**src/rtl/vira_pkg.sv**
```systemverilog
/*
 * shared constants for the virtual acknowledge / pending-query register block:
 * coprocessor encodings, field layout, special identifier and outcome codes.
 * assumes a single core clock domain shared with the requesting core.
 */
package vira_pkg;

	// ************************************************************
	// coprocessor read encodings
	// ************************************************************
	localparam logic [3:0] COPROC_NUM     = 4'hf;
	localparam logic [2:0] OPC1_VAL       = 3'h0;
	localparam logic [3:0] CRN_VAL        = 4'hc;
	localparam logic [3:0] CRM_PEND1      = 4'hc;
	localparam logic [2:0] OPC2_PEND1     = 3'h2;
	localparam logic [3:0] CRM_ACK0       = 4'h8;
	localparam logic [2:0] OPC2_ACK0      = 3'h0;

	// ************************************************************
	// data layout
	// ************************************************************
	localparam int         DATA_W         = 32;
	localparam int         ID_W           = 24;
	localparam int         ID_NARROW_W    = 16;
	localparam logic [23:0] SPECIAL_ID    = 24'h0003ff;
	localparam logic [31:0] DATA_RESET    = 32'h00000000;
	// id-width field value meaning 24 implemented bits
	localparam logic [2:0] IDW_24BIT      = 3'h1;

	// ************************************************************
	// access outcome
	// ************************************************************
	typedef enum logic [2:0] {
		OUT_NONE,
		OUT_VIRTUAL,
		OUT_PHYSICAL,
		OUT_UNDEF,
		OUT_TRAP_L1,
		OUT_TRAP_L2,
		OUT_TRAP_HYP
	} vira_outcome_t;

	// which register was selected
	typedef enum logic [1:0] {
		SEL_NONE,
		SEL_PEND1,
		SEL_ACK0
	} vira_sel_t;

endpackage : vira_pkg

```
**src/rtl/vira_id_format.sv**
```systemverilog
/*
 * formats a raw interrupt identifier into a 32-bit read value.
 * assumes the caller supplies the current id-width setting.
 */
`timescale 1ns/1ps
module vira_id_format (
	// raw identifier and width control
	input  wire logic [23:0] rawId,
	input  wire logic        wide,
	// formatted register word
	output logic      [31:0] word
);

	// upper byte always zero; narrow mode also clears bits 23:16
	always_comb begin
		word = vira_pkg::DATA_RESET;
		word[vira_pkg::ID_NARROW_W-1:0] = rawId[vira_pkg::ID_NARROW_W-1:0];
		if (wide) begin
			word[vira_pkg::ID_W-1:vira_pkg::ID_NARROW_W] =
				rawId[vira_pkg::ID_W-1:vira_pkg::ID_NARROW_W];
		end
	end

endmodule : vira_id_format

```
**src/rtl/vira_regs.sv**
```systemverilog
/*
 * virtual group 1 pending-query and virtual group 0 acknowledge registers,
 * reached by coprocessor reads, with routing, undefined and trap checks.
 * assumes the core issues one read request per cycle, synchronous to core_clk,
 * and that arbitration supplies the pending candidate and its signal status.
 */
`timescale 1ns/1ps
module vira_regs (
	// clock and reset
	input  wire logic        core_clk,
	input  wire logic        rstn,
	// coprocessor read request
	input  wire logic        readReq,
	input  wire logic        writeReq,
	input  wire logic [3:0]  coprocNum,
	input  wire logic [2:0]  opc1,
	input  wire logic [3:0]  crn,
	input  wire logic [3:0]  crm,
	input  wire logic [2:0]  opc2,
	input  wire logic        nonSecureLevel1,
	input  wire logic [1:0]  coreInterruptMasks,
	// control bits from the core's system state
	input  wire logic        normalIrqRouteBit,
	input  wire logic        fastIrqRouteBit,
	input  wire logic        sysregEnable32,
	input  wire logic        sysregEnableLevel1,
	input  wire logic        level2Present,
	input  wire logic        level2Is64,
	input  wire logic        hypReg12Trap64,
	input  wire logic        hypReg12Trap32,
	input  wire logic        secureStateBit,
	input  wire logic        trapAllGroup1_32,
	input  wire logic        trapAllGroup1_64,
	input  wire logic        trapAllGroup0_32,
	input  wire logic        trapAllGroup0_64,
	input  wire logic [2:0]  idWidthField,
	// arbitration candidates
	input  wire logic        pend1Valid,
	input  wire logic [23:0] pend1Id,
	input  wire logic        pend0Valid,
	input  wire logic [23:0] pend0Id,
	input  wire logic        pend0Signalable,
	input  wire logic        pend0Ackable,
	// answer to the core
	output logic             readDone,
	output logic [31:0]      readData,
	output logic [2:0]       readOutcome,
	output logic             physPend1Access,
	output logic             physAck0Access,
	// acknowledge to the interrupt state, and the sync hold to the core
	output logic             ackPulse,
	output logic [23:0]      ackId,
	output logic             syncHold
);

	// ************************************************************
	// decode
	// ************************************************************
	vira_pkg::vira_sel_t     sel;
	logic                    commonMatch;
	logic                    isPend1;
	logic                    isAck0;
	logic                    wide;
	vira_pkg::vira_outcome_t outcome;
	logic [23:0]             pend1Raw;
	logic [23:0]             ack0Raw;
	logic [31:0]             pend1Word;
	logic [31:0]             ack0Word;
	logic                    ack0Grant;
	logic                    masked;

	// shared encoding fields, then the two distinct register picks
	assign commonMatch = (coprocNum == vira_pkg::COPROC_NUM) && (opc1 == vira_pkg::OPC1_VAL)
		&& (crn == vira_pkg::CRN_VAL);
	assign isPend1 = commonMatch && (crm == vira_pkg::CRM_PEND1)
		&& (opc2 == vira_pkg::OPC2_PEND1);
	assign isAck0 = commonMatch && (crm == vira_pkg::CRM_ACK0)
		&& (opc2 == vira_pkg::OPC2_ACK0);

	// writes to either encoding are never accepted; no write form exists
	always_comb begin
		sel = vira_pkg::SEL_NONE;
		if (readReq && !writeReq) begin
			if (isPend1) begin
				sel = vira_pkg::SEL_PEND1;
			end else if (isAck0) begin
				sel = vira_pkg::SEL_ACK0;
			end
		end
	end

	// ************************************************************
	// outcome with fixed priority
	// ************************************************************
	// outside non-secure level 1 goes physical first; then undefined beats every trap, then level 1, then hyp/level 2 register traps,
	// then the trap-all bits, then routing
	always_comb begin
		outcome = vira_pkg::OUT_NONE;
		if (sel != vira_pkg::SEL_NONE) begin
			if (!nonSecureLevel1) begin
				outcome = vira_pkg::OUT_PHYSICAL;
			end else if (!sysregEnable32) begin
				outcome = vira_pkg::OUT_UNDEF;
			end else if (!sysregEnableLevel1) begin
				outcome = vira_pkg::OUT_TRAP_L1;
			end else if (level2Present && level2Is64 && hypReg12Trap64) begin
				outcome = vira_pkg::OUT_TRAP_L2;
			end else if (level2Present && !level2Is64 && secureStateBit && hypReg12Trap32) begin
				outcome = vira_pkg::OUT_TRAP_HYP;
			end else if (secureStateBit && (sel == vira_pkg::SEL_PEND1)
				&& (trapAllGroup1_32 || trapAllGroup1_64)) begin
				outcome = vira_pkg::OUT_TRAP_L2;
			end else if (secureStateBit && (sel == vira_pkg::SEL_ACK0)
				&& (trapAllGroup0_32 || trapAllGroup0_64)) begin
				outcome = vira_pkg::OUT_TRAP_L2;
			end else if (sel == vira_pkg::SEL_PEND1) begin
				outcome = normalIrqRouteBit ? vira_pkg::OUT_VIRTUAL
					: vira_pkg::OUT_PHYSICAL;
			end else begin
				outcome = fastIrqRouteBit ? vira_pkg::OUT_VIRTUAL
					: vira_pkg::OUT_PHYSICAL;
			end
		end
	end

	// ************************************************************
	// read values
	// ************************************************************
	assign wide = (idWidthField == vira_pkg::IDW_24BIT);

	// unobservable interrupts show the one special identifier
	assign pend1Raw = pend1Valid ? pend1Id : vira_pkg::SPECIAL_ID;
	assign ack0Grant = pend0Valid && pend0Signalable && pend0Ackable;
	assign ack0Raw = ack0Grant ? pend0Id : vira_pkg::SPECIAL_ID;

	vira_id_format uFmtPend1 (
		.rawId (pend1Raw),
		.wide  (wide),
		.word  (pend1Word)
	);

	vira_id_format uFmtAck0 (
		.rawId (ack0Raw),
		.wide  (wide),
		.word  (ack0Word)
	);

	// ************************************************************
	// answer registers
	// ************************************************************
	// answer stands one cycle after the request
	always_ff @(posedge core_clk or negedge rstn) begin
		if (!rstn) begin
			readDone        <= 1'b0;
			readData        <= vira_pkg::DATA_RESET;
			readOutcome     <= 3'h0;
			physPend1Access <= 1'b0;
			physAck0Access  <= 1'b0;
		end else begin
			readDone        <= (sel != vira_pkg::SEL_NONE);
			readOutcome     <= outcome;
			physPend1Access <= (outcome == vira_pkg::OUT_PHYSICAL)
				&& (sel == vira_pkg::SEL_PEND1);
			physAck0Access  <= (outcome == vira_pkg::OUT_PHYSICAL)
				&& (sel == vira_pkg::SEL_ACK0);
			if (outcome == vira_pkg::OUT_VIRTUAL) begin
				readData <= (sel == vira_pkg::SEL_ACK0) ? ack0Word : pend1Word;
			end else begin
				readData <= vira_pkg::DATA_RESET;
			end
		end
	end

	// ************************************************************
	// acknowledge side effect
	// ************************************************************
	// only a granted virtual acknowledge activates; pending-query has no effect
	always_ff @(posedge core_clk or negedge rstn) begin
		if (!rstn) begin
			ackPulse <= 1'b0;
			ackId    <= 24'h000000;
		end else begin
			ackPulse <= (outcome == vira_pkg::OUT_VIRTUAL) && (sel == vira_pkg::SEL_ACK0)
				&& ack0Grant;
			ackId    <= ack0Raw;
		end
	end

	// masked virtual acknowledge reads hold the core until activation lands with the answer,
	// so an unmask right after the read cannot see a stale exception signal
	assign masked = (coreInterruptMasks == 2'h0);

	always_ff @(posedge core_clk or negedge rstn) begin
		if (!rstn) begin
			syncHold <= 1'b0;
		end else begin
			syncHold <= masked && (outcome == vira_pkg::OUT_VIRTUAL)
				&& (sel == vira_pkg::SEL_ACK0);
		end
	end

	// ************************************************************
	// checks
	// ************************************************************
	a_pend_no_ack: assert property (@(posedge core_clk) disable iff (!rstn)
		(sel == vira_pkg::SEL_PEND1) |=> !ackPulse)
		else $error("pending-query read caused an acknowledge");

	a_upper_byte_zero: assert property (@(posedge core_clk) disable iff (!rstn)
		readDone |-> (readData[31:24] == 8'h00))
		else $error("upper byte of read data not zero");

	a_narrow_id_clear: assert property (@(posedge core_clk) disable iff (!rstn)
		(readDone && !$past(wide)) |-> (readData[23:16] == 8'h00))
		else $error("narrow id mode left bits 23:16 set");

	a_undef_first: assert property (@(posedge core_clk) disable iff (!rstn)
		((sel != vira_pkg::SEL_NONE) && nonSecureLevel1 && !sysregEnable32)
		|=> (readOutcome == vira_pkg::OUT_UNDEF))
		else $error("undefined access not reported");

	a_trap_level1: assert property (@(posedge core_clk) disable iff (!rstn)
		((sel != vira_pkg::SEL_NONE) && nonSecureLevel1 && sysregEnable32
		&& !sysregEnableLevel1) |=> (readOutcome == vira_pkg::OUT_TRAP_L1))
		else $error("level 1 trap not reported");

	a_ack_special: assert property (@(posedge core_clk) disable iff (!rstn)
		((outcome == vira_pkg::OUT_VIRTUAL) && (sel == vira_pkg::SEL_ACK0) && !ack0Grant)
		|=> (readData[15:0] == 16'h03ff) && !ackPulse)
		else $error("ungranted acknowledge did not return special id");

	a_ack_pulse: assert property (@(posedge core_clk) disable iff (!rstn)
		ackPulse |-> readDone && (readData[15:0] == ackId[15:0]))
		else $error("acknowledge pulse without matching answer");

	a_route_phys: assert property (@(posedge core_clk) disable iff (!rstn)
		((outcome != vira_pkg::OUT_NONE) && (sel == vira_pkg::SEL_PEND1) && nonSecureLevel1
		&& !normalIrqRouteBit && (outcome != vira_pkg::OUT_UNDEF)
		&& (outcome != vira_pkg::OUT_TRAP_L1) && (outcome != vira_pkg::OUT_TRAP_L2)
		&& (outcome != vira_pkg::OUT_TRAP_HYP)) |=> physPend1Access)
		else $error("pending-query not redirected to physical register");

	a_write_refused: assert property (@(posedge core_clk) disable iff (!rstn)
		writeReq |=> !readDone)
		else $error("write form answered");

	a_sync_hold: assert property (@(posedge core_clk) disable iff (!rstn)
		(syncHold) |-> ackPulse || !$past(ack0Grant))
		else $error("masked acknowledge hold without activation");

	a_special_pend: assert property (@(posedge core_clk) disable iff (!rstn)
		((sel == vira_pkg::SEL_PEND1) && (outcome == vira_pkg::OUT_VIRTUAL) && !pend1Valid)
		|=> (readData == {8'h00, vira_pkg::SPECIAL_ID}))
		else $error("unobservable pending interrupt did not return special id");

	a_pend_id_wide: assert property (@(posedge core_clk) disable iff (!rstn)
		((sel == vira_pkg::SEL_PEND1) && (outcome == vira_pkg::OUT_VIRTUAL) && pend1Valid
		&& wide) |=> (readData == {8'h00, $past(pend1Id)}))
		else $error("pending-query id does not match candidate");

	a_ack_id_wide: assert property (@(posedge core_clk) disable iff (!rstn)
		((sel == vira_pkg::SEL_ACK0) && (outcome == vira_pkg::OUT_VIRTUAL) && ack0Grant
		&& wide) |=> (readData == {8'h00, $past(pend0Id)}))
		else $error("acknowledge id does not match granted candidate");

	a_decode_pend: assert property (@(posedge core_clk) disable iff (!rstn)
		(readReq && !writeReq && (coprocNum == 4'hf) && (opc1 == 3'h0) && (crn == 4'hc)
		&& (crm == 4'hc) && (opc2 == 3'h2)) |=> readDone)
		else $error("pending-query encoding not answered");

	a_decode_ack: assert property (@(posedge core_clk) disable iff (!rstn)
		(readReq && !writeReq && (coprocNum == 4'hf) && (opc1 == 3'h0) && (crn == 4'hc)
		&& (crm == 4'h8) && (opc2 == 3'h0)) |=> readDone)
		else $error("acknowledge encoding not answered");

	a_stray_refused: assert property (@(posedge core_clk) disable iff (!rstn)
		(readReq && !isPend1 && !isAck0) |=> !readDone)
		else $error("unknown encoding answered");

	a_done_needs_req: assert property (@(posedge core_clk) disable iff (!rstn)
		readDone |-> ($past(readReq) && !$past(writeReq)))
		else $error("answer without a read request");

	a_virt_pend_route: assert property (@(posedge core_clk) disable iff (!rstn)
		((sel == vira_pkg::SEL_PEND1) && (outcome == vira_pkg::OUT_VIRTUAL))
		|-> (nonSecureLevel1 && normalIrqRouteBit))
		else $error("virtual pending-query reached without normal route bit");

	a_virt_ack_route: assert property (@(posedge core_clk) disable iff (!rstn)
		((sel == vira_pkg::SEL_ACK0) && (outcome == vira_pkg::OUT_VIRTUAL))
		|-> (nonSecureLevel1 && fastIrqRouteBit))
		else $error("virtual acknowledge reached without fast route bit");

	a_phys_ack_route: assert property (@(posedge core_clk) disable iff (!rstn)
		((sel == vira_pkg::SEL_ACK0) && (outcome == vira_pkg::OUT_PHYSICAL))
		|=> (physAck0Access && !physPend1Access))
		else $error("physical acknowledge not flagged");

	a_trap_reg64: assert property (@(posedge core_clk) disable iff (!rstn)
		((sel != vira_pkg::SEL_NONE) && nonSecureLevel1 && sysregEnable32
		&& sysregEnableLevel1 && level2Present && level2Is64 && hypReg12Trap64)
		|=> (readOutcome == vira_pkg::OUT_TRAP_L2))
		else $error("64-bit level 2 register trap not reported");

	a_trap_hyp: assert property (@(posedge core_clk) disable iff (!rstn)
		((sel != vira_pkg::SEL_NONE) && nonSecureLevel1 && sysregEnable32 && sysregEnableLevel1
		&& level2Present && !level2Is64 && secureStateBit && hypReg12Trap32)
		|=> (readOutcome == vira_pkg::OUT_TRAP_HYP))
		else $error("32-bit level 2 register trap not reported");

	a_group1_trap: assert property (@(posedge core_clk) disable iff (!rstn)
		((sel == vira_pkg::SEL_PEND1) && nonSecureLevel1 && secureStateBit
		&& (trapAllGroup1_32 || trapAllGroup1_64))
		|=> (readOutcome inside {vira_pkg::OUT_UNDEF, vira_pkg::OUT_TRAP_L1,
		vira_pkg::OUT_TRAP_L2, vira_pkg::OUT_TRAP_HYP}))
		else $error("trap-all group 1 did not trap the pending-query read");

	a_group0_trap: assert property (@(posedge core_clk) disable iff (!rstn)
		((sel == vira_pkg::SEL_ACK0) && nonSecureLevel1 && secureStateBit
		&& (trapAllGroup0_32 || trapAllGroup0_64))
		|=> (readOutcome inside {vira_pkg::OUT_UNDEF, vira_pkg::OUT_TRAP_L1,
		vira_pkg::OUT_TRAP_L2, vira_pkg::OUT_TRAP_HYP}))
		else $error("trap-all group 0 did not trap the acknowledge read");

	a_one_outcome: assert property (@(posedge core_clk) disable iff (!rstn)
		readDone |-> ((readOutcome != vira_pkg::OUT_NONE)
		&& !(physPend1Access && physAck0Access)))
		else $error("answer without a single outcome");

	a_sync_masked: assert property (@(posedge core_clk) disable iff (!rstn)
		(masked && (sel == vira_pkg::SEL_ACK0) && (outcome == vira_pkg::OUT_VIRTUAL))
		|=> syncHold)
		else $error("masked acknowledge not held for synchronisation");

	a_ack_only_virtual: assert property (@(posedge core_clk) disable iff (!rstn)
		ackPulse |-> (($past(sel) == vira_pkg::SEL_ACK0)
		&& ($past(outcome) == vira_pkg::OUT_VIRTUAL)))
		else $error("acknowledge without a virtual acknowledge read");

endmodule : vira_regs

```
**config.mk**
```make
export PLATFORM = sky130hd
export DESIGN_NAME = vira_regs
export DESIGN_NICKNAME = d
export VERILOG_FILES = /design/src/rtl/vira_pkg.sv /design/src/rtl/vira_id_format.sv /design/src/rtl/vira_regs.sv
export SDC_FILE = /design/constraint.sdc
export NUM_CORES = 1
export LEC_CHECK = 0
export ABC_AREA = 1
export ABC_CLOCK_PERIOD_IN_PS = 800
export BUFFER_PORTS_ARGS = -buffer_cell sky130_fd_sc_hd__buf_4
export CAP_MARGIN = 20
export CORE_MARGIN = 2
export CORE_UTILIZATION = 35
export CTS_CLUSTER_DIAMETER = 40
export DETAILED_ROUTE_END_ITERATION = 10
export HOLD_SLACK_MARGIN = 0.08
export PLACE_DENSITY = 0.67
export SYNTH_ARGS = -nofsm -noshare
export SYNTH_HDL_FRONTEND = slang
export SYNTH_SLANG_ARGS = --single-unit
```
**constraint.sdc**
```tcl
create_clock -name core_clk -period 0.8 [get_ports core_clk]
set_input_delay 0.08 -clock core_clk [delete_from_list [all_inputs] [get_ports core_clk]]
set_output_delay 0.08 -clock core_clk [all_outputs]
set_load 0.005 [all_outputs]
```
==> results.ini, run 1 <==
[critical_path]
worstSetupEndpointType = flop
worst_setup_path_start_kind = primary input
cp_max_fo = 8
worstPathArrival_ns = 1.61
critPathRequiredTime_ns = 1.04
cp.depth = 16
worstPathBufferInverterCount = 2
critPathMaxStageDelay_ns = 0.16
crit_family = simple AND/OR/NAND/NOR gates
path_class = in2reg
path_cells = buf_4, nand2_1, nor2_4, nand2_2, nor2_4, nand3_2, nand2_1, nand2_1, nand2_1, nand2_2, nand2_2, nand2_4, nand2_4, nand2_8, buf_12, nor3_4
crit_top_cell = nand2_1
critPathSlowestCell = buf_12

[hold_path]
whs_path_depth = 3
hp-class = in2reg

[floorplan]
rows = 31
io_pins = 157
die_x_um = 89.6
initial_core_util_pct = 35.7
core_area_um2 = 7180
die_h_um = 89.6
dieArea_um2 = 8020

[timing]
whs_ns = -0.0461
rsz0062_at_grt = true
hold_viol_final = 16
drv_slew = 0
max_freq_mhz = 730
fin_crit_ns = 1.37
fin_crit_sh_pct = 171
setup_viol = 87
finalSetupTns_ns = -20.32
finalWorstSetupSlack_ns = -0.571

[placement]
dp_cells = 560
dp_hpwl_um = 5550
io_buffers = 148
post-place-ws_ns = -0.852
gp_congestion = 0.793
dpl_cell_area_um2 = 4120

[route]
drtAntennaViolNets = 0
vias = 2640
drtIter0Drc = 82
wirelength_um = 7950
routedWlPerCell_um = 13.6
routed_via_density = 4.52
drc = 0
firstDrtPassIters = 4

[global_route]
grt_pass1_wl_um = 11700
gr-usage-all-layers_pct = 19.1
grtUsageMet3_pct = 4.99
grt_max_degree = 57
grt_busiest_layer = met2
grt_pass1_vias = 2615
gr-usage-met2_pct = 36.0
overflow = 0
grt_antenna_before_repair = 0
grt_util_met1_pct = 20.5

[layout]
final_cells = 584
finish.utilization_pct = 67.8
final_cell_area_um2 = 4860
diodes = 0
fillers = 563
area_growth_pct = 89.8
final_common_cell = buf_4
nets = 577
layout_common_cells = buf_4 (125), buf_6 (67), dfrtp_1 (56)
drive_above_1_share_pct = 56.5

[clocking]
numCtsBuffers = 5
max-clock-path-buffers = 2
cts_hold_buf = 1
path_clk_slew_ns = 0.09
htree_levels = 2
cts_sinks = 56
root_buffer = clkbuf_8
cts_tree = done

[power_and_ir_drop]
internal_power_uw = 4560
p_seq_share_pct = 48.5
switching_share_pct = 23.0
peakVddDrop_v = 0.000898
leakage_uw = 0.00248
switchingPower_uw = 1360
pwr-share-clk_pct = 33.8
comb_power_share_pct = 17.7
p_per_area_nw_per_um2 = 1220

[flow_run]
maxCapViolCount = 0

[logic_synthesis]
ys_warn_count = 0
synth.avg_cell_area_um2 = 8.99
postSynthCellCount = 285
synth-seq-area-share_pct = 54.7
ys_seq_elements = 56
synth_cell_type_count = 29
syn_area_um2 = 2560

[run_status]
violations = hold timing, setup timing
status = complete, but fails checks

## what timing repair did
action                                  in CTS  in global routing
pin swaps                                    3                 12
cloned                                       1                  2
endpoints found under the hold margin       78                 22
endpoints found under the setup margin      87                 87
gates resized for setup                     81                 33
buffers inserted                             5                  7
## worst paths after layout
check | from | end
max in group asynchronous | rstn | ackId[9]$_DFF_PN0_
worst max-delay path | coprocNum[2] | readData[12]$_DFF_PN0_
worst min-delay path | pend0Id[1] | ackId[1]$_DFF_PN0_
min in group asynchronous | rstn | ackId[0]$_DFF_PN0_
## cell families after synthesis
logic type / count (synthesis) / synth area share [%]
buffers and inverters: 56 / 10.3
AOI/OAI and AO/OA: 33 / 7.13
other: 1 / 0.146
DFF: 56 / 54.7
and+or+nand+nor: 139 / 27.8
## registers in the layout, indices dropped and copies added, names as in the netlist
| signal | cells |
|---|---|
| readOutcome | 3 |
| readData | 24 |
| readDone | 1 |
| syncHold | 1 |
| ackId | 24 |
| physPend1Access | 1 |
| physAck0Access | 1 |
| ackPulse | 1 |
## cell type report
cell class                 instances  area, um2  area share, %
clock inverter                     1       30.0          0.617
tap                               99        124           2.55
timing repair buffer             200       1840           37.9
sequential                        56       1400           28.8
clock buffer                       7       96.3           1.98
multi-input combinational        182       1200           24.6
inverter                          39        171           3.52
## stage by stage
step / hold slack [ns] / total power, uW
after floorplan: -0.216 / 3210
after global placement: 0.0854 / 3800
after detailed placement: 0.0880 / 3810
after CTS: -0.0498 / 5870
after global routing: -0.0454 / 6170
final: -0.0461 / 5920
## synthesized netlist by cell type
library cell | n | area [um2]
nor2_4 | 1 | 11.3
a31oi_1 | 5 | 31.3
and3_1 | 1 | 6.26
nand2_2 | 4 | 25.0
nand3_4 | 1 | 17.5
nor4_1 | 1 | 6.26
conb_1 | 1 | 3.75
buf_6 | 3 | 33.8
a21oi_4 | 1 | 16.3
inv_1 | 37 | 139
nor3_2 | 10 | 100
nor3b_1 | 6 | 45.0
dfrtp_1 | 56 | 1400
nand2_4 | 1 | 11.3
nand3_2 | 2 | 20.0
buf_4 | 8 | 60.1
clkinv_1 | 1 | 3.75
nand2_1 | 43 | 161
inv_2 | 1 | 3.75
clkbuf_1 | 6 | 22.5
o21ai_0 | 25 | 125
nor2_1 | 43 | 161
or2_2 | 8 | 50.1
o21ai_1 | 1 | 5.00
nand4_1 | 4 | 25.0
nand3_1 | 11 | 55.1
nor3_1 | 2 | 10.0
a21oi_1 | 1 | 5.00
nor2_2 | 1 | 6.26
## per-layer routing
layer	share of wire (%)	vias to the layer above
met2	55	123
met5	0	-
met4	1.7	0
met3	8.2	12
met1	35	1226
li1	-	1279
## power groups by stage
stage	Clock [uW]	Sequential, uW	Combinational (uW)
after detailed placement	0	2920	884
after global routing	2150	2880	1150
after floorplan	0	2930	280
after CTS	2030	2870	958
after global placement	0	2920	874
final	2000	2870	1050
No activity file was read; power rests on OpenSTA's default activity.
==> run 2: changes to the inputs <==
--- a/config.mk
+++ b/config.mk
@@ -9,6 +9,7 @@
 export ABC_CLOCK_PERIOD_IN_PS = 800
 export BUFFER_PORTS_ARGS = -buffer_cell sky130_fd_sc_hd__buf_4
 export CAP_MARGIN = 20
+export CORE_ASPECT_RATIO = 1.4
 export CORE_MARGIN = 2
 export CORE_UTILIZATION = 35
 export CTS_CLUSTER_DIAMETER = 40
==> results.ini, run 2 (synthesis gave the netlist of run 1 again) <==
[clocking]
cts_sinks = 56  ; unchanged
max-clock-path-buffers = 2  ; unchanged
cts_tree = done
numCtsBuffers = 5  ; unchanged
cts_hold_buf = 1  ; unchanged
htree_levels = 2  ; unchanged
root_buffer = clkbuf_8
path_clk_slew_ns = 0.10  ; about the same

[layout]
final_cells = 571  ; -2.2%
diodes = 0  ; unchanged
fillers = 591  ; +5.0%
reg.largest.list = ackId (24), readData (24), readOutcome (3)
nets = 569  ; -1.4%
final_cell_area_um2 = 4740  ; -2.5%
layout_common_cells = buf_4 (125), buf_6 (60), dfrtp_1 (56)
drive_above_1_share_pct = 55.9  ; -0.61 points
final_common_cell = buf_4
area_growth_pct = 85.0

[run_status]
status = complete, but fails checks
violations = hold timing, setup timing

[route]
routed_via_density = 4.56  ; +0.88%
firstDrtPassIters = 4  ; unchanged
wirelength_um = 8050  ; +1.2%
routedWlPerCell_um = 14.1  ; +3.5%
drtAntennaViolNets = 0  ; unchanged
vias = 2604  ; -1.4%
drc = 0  ; unchanged
drtIter0Drc = 110  ; +34%

[global_route]
grt_pass1_vias = 2691  ; +2.9%
grt_pass1_wl_um = 12000  ; +3.1%
overflow = 0  ; unchanged
gr-usage-all-layers_pct = 18.9  ; -0.18 points
grt_max_degree = 39  ; -32%
grt_antenna_before_repair = 0  ; unchanged

[placement]
dpl_cell_area_um2 = 4080  ; -1.0%
io_buffers = 148  ; unchanged
dp_cells = 551  ; -1.6%
dp_hpwl_um = 5970  ; +7.6%
gp_congestion = 0.802  ; +1.1%

[critical_path]
path_cells = buf_12, inv_12, nand2_4, nor2_4, nand2_2, nor2_4, nand2_2, nand2_1, o21ai_2, nand2_2, nand2_4, nand2_4, nand2_4, nand2_4, nand2_8, buf_12, nor3_2
crit_family = simple AND/OR/NAND/NOR gates
critPathRequiredTime_ns = 1.02  ; -0.02 ns
worstPathArrival_ns = 1.62  ; about the same
critPathMaxStageDelay_ns = 0.17  ; about the same
critPathSlowestCell = nor2_4
worstSetupEndpointType = flop
crit_top_cell = nand2_4
worstPathBufferInverterCount = 3  ; +1
worst_setup_path_start_kind = primary input
path_class = in2reg
cp_max_fo = 8  ; unchanged

[timing]
setup_viol = 88  ; +1.1%
finalWorstSetupSlack_ns = -0.592  ; -0.0212 ns
max_freq_mhz = 718  ; -1.5%
hold_viol_final = 6  ; -10
rsz0062_at_grt = true
fin_crit_ns = 1.39  ; +0.0212 ns
whs_ns = -0.0402  ; +0.00599 ns
fin_crit_sh_pct = 174  ; +2.7 points
drv_slew = 0  ; unchanged

[floorplan]
die_x_um = 76.3  ; -15%
io_pins = 157  ; unchanged
die_h_um = 105  ; +18%
dieArea_um2 = 8030  ; +0.12%
core_area_um2 = 7030  ; -2.1%
rows = 36  ; +16%
initial_core_util_pct = 36.5  ; +0.76 points

[power_and_ir_drop]
pwr-share-clk_pct = 35.1  ; +1.3 points
switchingPower_uw = 1300  ; -5.0%
peakVddDrop_v = 0.000962  ; +7.1%
switching_share_pct = 21.8  ; -1.2 points
internal_power_uw = 4650  ; +2.0%
p_seq_share_pct = 48.3  ; -0.2 points
p_per_area_nw_per_um2 = 1250  ; +3.0%
leakage_uw = 0.00241  ; -2.7%
comb_power_share_pct = 16.5  ; -1.2 points

[flow_run]
maxCapViolCount = 0  ; unchanged

[hold_path]
hp-class = in2reg

run 2: path summary, 6_finish.rpt:
kind,from,endpoint,cells after the start
worst min-delay path,pend0Id[8],ackId[8]$_DFF_PN0_,3
min in group asynchronous,rstn,ackId[1]$_DFF_PN0_,2
worst max-delay path,crn[0],readData[13]$_DFF_PN0_,17
max in group asynchronous,rstn,readOutcome[0]$_DFF_PN0_,3
run 2: power groups by stage:
| stage | Combinational [uW] | Sequential (uW) | Clock (uW) |
|---|---|---|---|
| 2_1_floorplan | 280 | 2930 | 0 |
| 3_3_place_gp | 864 | 2920 | 0 |
| 3_5_place_dp | 875 | 2920 | 0 |
| 4_1_cts | 929 | 2870 | 2130 |
| 5_1_grt | 1070 | 2880 | 2210 |
| 6_report | 982 | 2870 | 2090 |
run 2: cell type report:
type / count / area, um2 / share of cell area, %
clock buffers: 5 / 68.8 / 1.45
inverters: 39 / 171 / 3.62
repair buffers: 194 / 1790 / 37.8
clock inverters: 2 / 60.1 / 1.27
well taps: 95 / 119 / 2.51
flip-flops and latches: 56 / 1400 / 29.6
multi-input cells: 180 / 1130 / 23.8
run 2: metal layers:
layer | GRT usage [%] | wire, um | up-vias
met5 | 0 | 0 | -
met1 | 17.9 | 2650 | 1225
met2 | 38.6 | 4670 | 114
li1 | - | - | 1258
met4 | 5.32 | 111 | 0
met3 | 5.05 | 609 | 7
run 2: metrics by stage:
step	utilization (%)	setup TNS [ns]	setup slack (ns)	total power, uW	hold slack (ns)
after floorplan	-	-14.73	-0.552	3210	-0.216
final	67.5	-21.45	-0.592	5950	-0.0402
after detailed placement	58.1	-26.50	-0.864	3800	-0.0212
after global placement	58.1	-23.84	-0.788	3790	-0.0205
after CTS	64.8	-18.74	-0.493	5930	-0.0420
after global routing	67.5	-25.82	-0.707	6150	-0.0320
run 2: what timing repair did:
item                                   CTS  global route
gates resized for setup                 71            28
gates cloned                             0             2
endpoints found under the hold margin   78            19
pin swaps                                1            18
setup endpoints to repair               87            88
buffers inserted                         8             2
==> run 3: changes to the inputs <==
--- a/config.mk
+++ b/config.mk
@@ -9,13 +9,15 @@
 export ABC_CLOCK_PERIOD_IN_PS = 800
 export BUFFER_PORTS_ARGS = -buffer_cell sky130_fd_sc_hd__buf_4
 export CAP_MARGIN = 20
+export CELL_PAD_IN_SITES_DETAIL_PLACEMENT = 0
+export CELL_PAD_IN_SITES_GLOBAL_PLACEMENT = 1
 export CORE_ASPECT_RATIO = 1.4
 export CORE_MARGIN = 2
-export CORE_UTILIZATION = 35
+export CORE_UTILIZATION = 32
 export CTS_CLUSTER_DIAMETER = 40
 export DETAILED_ROUTE_END_ITERATION = 10
 export HOLD_SLACK_MARGIN = 0.08
-export PLACE_DENSITY = 0.67
+export PLACE_DENSITY_LB_ADDON = 0.1
 export SYNTH_ARGS = -nofsm -noshare
 export SYNTH_HDL_FRONTEND = slang
 export SYNTH_SLANG_ARGS = --single-unit
==> results.ini, run 3 (synthesis gave the netlist of run 1 again) <==
[route]
drtIter0Drc = 93  ; -15%
vias = 2532  ; -2.8%
wirelength_um = 7720  ; -4.1%
routed_via_density = 4.41  ; -3.3%
routedWlPerCell_um = 13.4  ; -4.6%
drtAntennaViolNets = 0  ; unchanged
drc = 0  ; unchanged
firstDrtPassIters = 4  ; unchanged

[critical_path]
cp_max_fo = 6  ; -2
worst_setup_path_start_kind = primary input
path_cells = buf_8, inv_12, nand2_4, nor2_4, nand2_2, nor2_4, nand2_2, nand2_2, o21ai_2, nand2_1, nand2_2, nand2_2, nand2_4, nand2_2, nand2_4, buf_4, nor3_2
crit_family = simple AND/OR/NAND/NOR gates
path_class = in2reg
worstPathArrival_ns = 1.56  ; -0.06 ns
critPathSlowestCell = buf_4
worstPathBufferInverterCount = 3  ; unchanged
crit_top_cell = nand2_2
critPathRequiredTime_ns = 1.03  ; about the same
critPathMaxStageDelay_ns = 0.16  ; about the same
crit_start = crn[0]
worstSetupEndpointType = flop

[layout]
final_common_cell = buf_4
nets = 569  ; unchanged
final_cell_area_um2 = 4630  ; -2.4%
final_cells = 574  ; +0.53%
diodes = 0  ; unchanged
regArea_um2 = 1400  ; unchanged
fillers = 703  ; +19%
drive_above_1_share_pct = 55.1  ; -0.82 points
reg.largest.list = ackId (24), readData (24), readOutcome (3)
area_growth_pct = 80.6
multi_input_area_um2 = 1100  ; -2.7%
layout_common_cells = buf_4 (123), buf_6 (62), dfrtp_1 (56)

[power_and_ir_drop]
finalPower_uw = 5250  ; -12%
p_per_area_nw_per_um2 = 1130  ; -9.6%
leakage_uw = 0.00236  ; -2.2%
peakVddDrop_v = 0.000764  ; -21%

[hold_path]
worstHoldStart = pend0Id[8]
whs_path_depth = 3  ; unchanged
hp-class = in2reg
hold_end = ackId[8]$_DFF_PN0_

[timing]
drv_slew = 0  ; unchanged
fin_crit_ns = 1.33  ; -0.0635 ns
finalWorstSetupSlack_ns = -0.529  ; +0.0635 ns
max_freq_mhz = 753  ; +4.8%
rsz0062_at_grt = true
finalSetupTns_ns = -18.84  ; +2.62 ns
fin_crit_sh_pct = 166  ; -7.9 points
setup_viol = 87  ; -1.1%
hold_viol_final = 19  ; +13
whs_ns = -0.0392  ; +0.000921 ns

[global_route]
grt_antenna_before_repair = 0  ; unchanged
gr-usage-all-layers_pct = 18.1  ; -0.79 points
grt_pass1_wl_um = 12000  ; +0.17%
grt_pass1_vias = 2644  ; -1.7%
grt_max_degree = 35  ; -10%
overflow = 0  ; unchanged

[floorplan]
dieArea_um2 = 8750  ; +8.9%
die_x_um = 79.6  ; +4.3%
core_area_um2 = 7750  ; +10%
initial_core_util_pct = 33.1  ; -3.4 points
rows = 38  ; +5.6%
io_pins = 157  ; unchanged
die_h_um = 110  ; +4.4%

[placement]
dpl_cell_area_um2 = 4100  ; +0.46%
io_buffers = 148  ; unchanged
dp_hpwl_um = 5910  ; -1.0%
dp_cells = 556  ; +0.91%
gp_congestion = 0.793  ; -1.2%

[clocking]
numCtsBuffers = 5  ; unchanged
htree_levels = 2  ; unchanged
cts_sinks = 56  ; unchanged
cts_hold_buf = 1  ; unchanged
cts_tree = done
root_buffer = clkbuf_8
path_clk_slew_ns = 0.09  ; about the same
max-clock-path-buffers = 2  ; unchanged

[flow_run]
maxCapViolCount = 0  ; unchanged

[run_status]
status = complete, but fails checks
violations = hold timing, setup timing

run 3: cell count changes in the layout (fill, tap and decap cells not counted), sizes merged:
cell and change:
clkbuf -2, bufinv -2, nand2 +1, buf +1
run 3: final cells by class:
cell class | count | area share (%)
clock buffer | 5 | 1.49
inverter | 39 | 3.65
multi-input combinational | 181 | 23.7
sequential | 56 | 30.3
tap | 100 | 2.70
timing repair buffer | 193 | 38.2
run 3: worst max path at each step:
stage                                  end  cells after the start  slack (ns)
finish               readData[7]$_DFF_PN0_                     17       -0.53
global placement     readData[7]$_DFF_PN0_                     16       -0.84
floorplan            readData[3]$_DFF_PN0_                     16       -0.55
global route        readData[21]$_DFF_PN0_                     16       -0.67
CTS                 readData[19]$_DFF_PN0_                     16       -0.50
detailed placement   readData[7]$_DFF_PN0_                     17       -0.89
run 3: power by group:
part           internal, uW  switching [uW]
Clock                   568             836
Sequential             2860            13.4
Combinational           566             407
run 3: metal layers:
layer / vias up / part of all wire (%) / GRT usage, %
li1: 1258 / - / -
met1: 1153 / 35 / 19.1
met2: 107 / 55 / 33.7
met3: 14 / 7.7 / 4.35
met4: 0 / 2.6 / 8.00
met5: - / 0 / 0
run 3: per-stage QoR:
| step | hold WS, ns | setup WS (ns) | util [%] |
|---|---|---|---|
| after global placement | -0.0228 | -0.843 | 52.9 |
| after CTS | -0.0500 | -0.497 | 58.7 |
| after floorplan | -0.216 | -0.552 | - |
| after global routing | -0.0401 | -0.668 | 59.7 |
| after detailed placement | -0.0174 | -0.889 | 52.9 |
| final | -0.0392 | -0.529 | 59.7 |
run 3: repair_timing:
| item | CTS | global route |
|---|---|---|
| gates cloned | 1 | 0 |
| setup endpoints to repair | 87 | 87 |
| resized for setup | 77 | 17 |
| hold endpoints to repair | 79 | 23 |
| setup buffers | 10 | 1 |
| pin swaps | 3 | 8 |
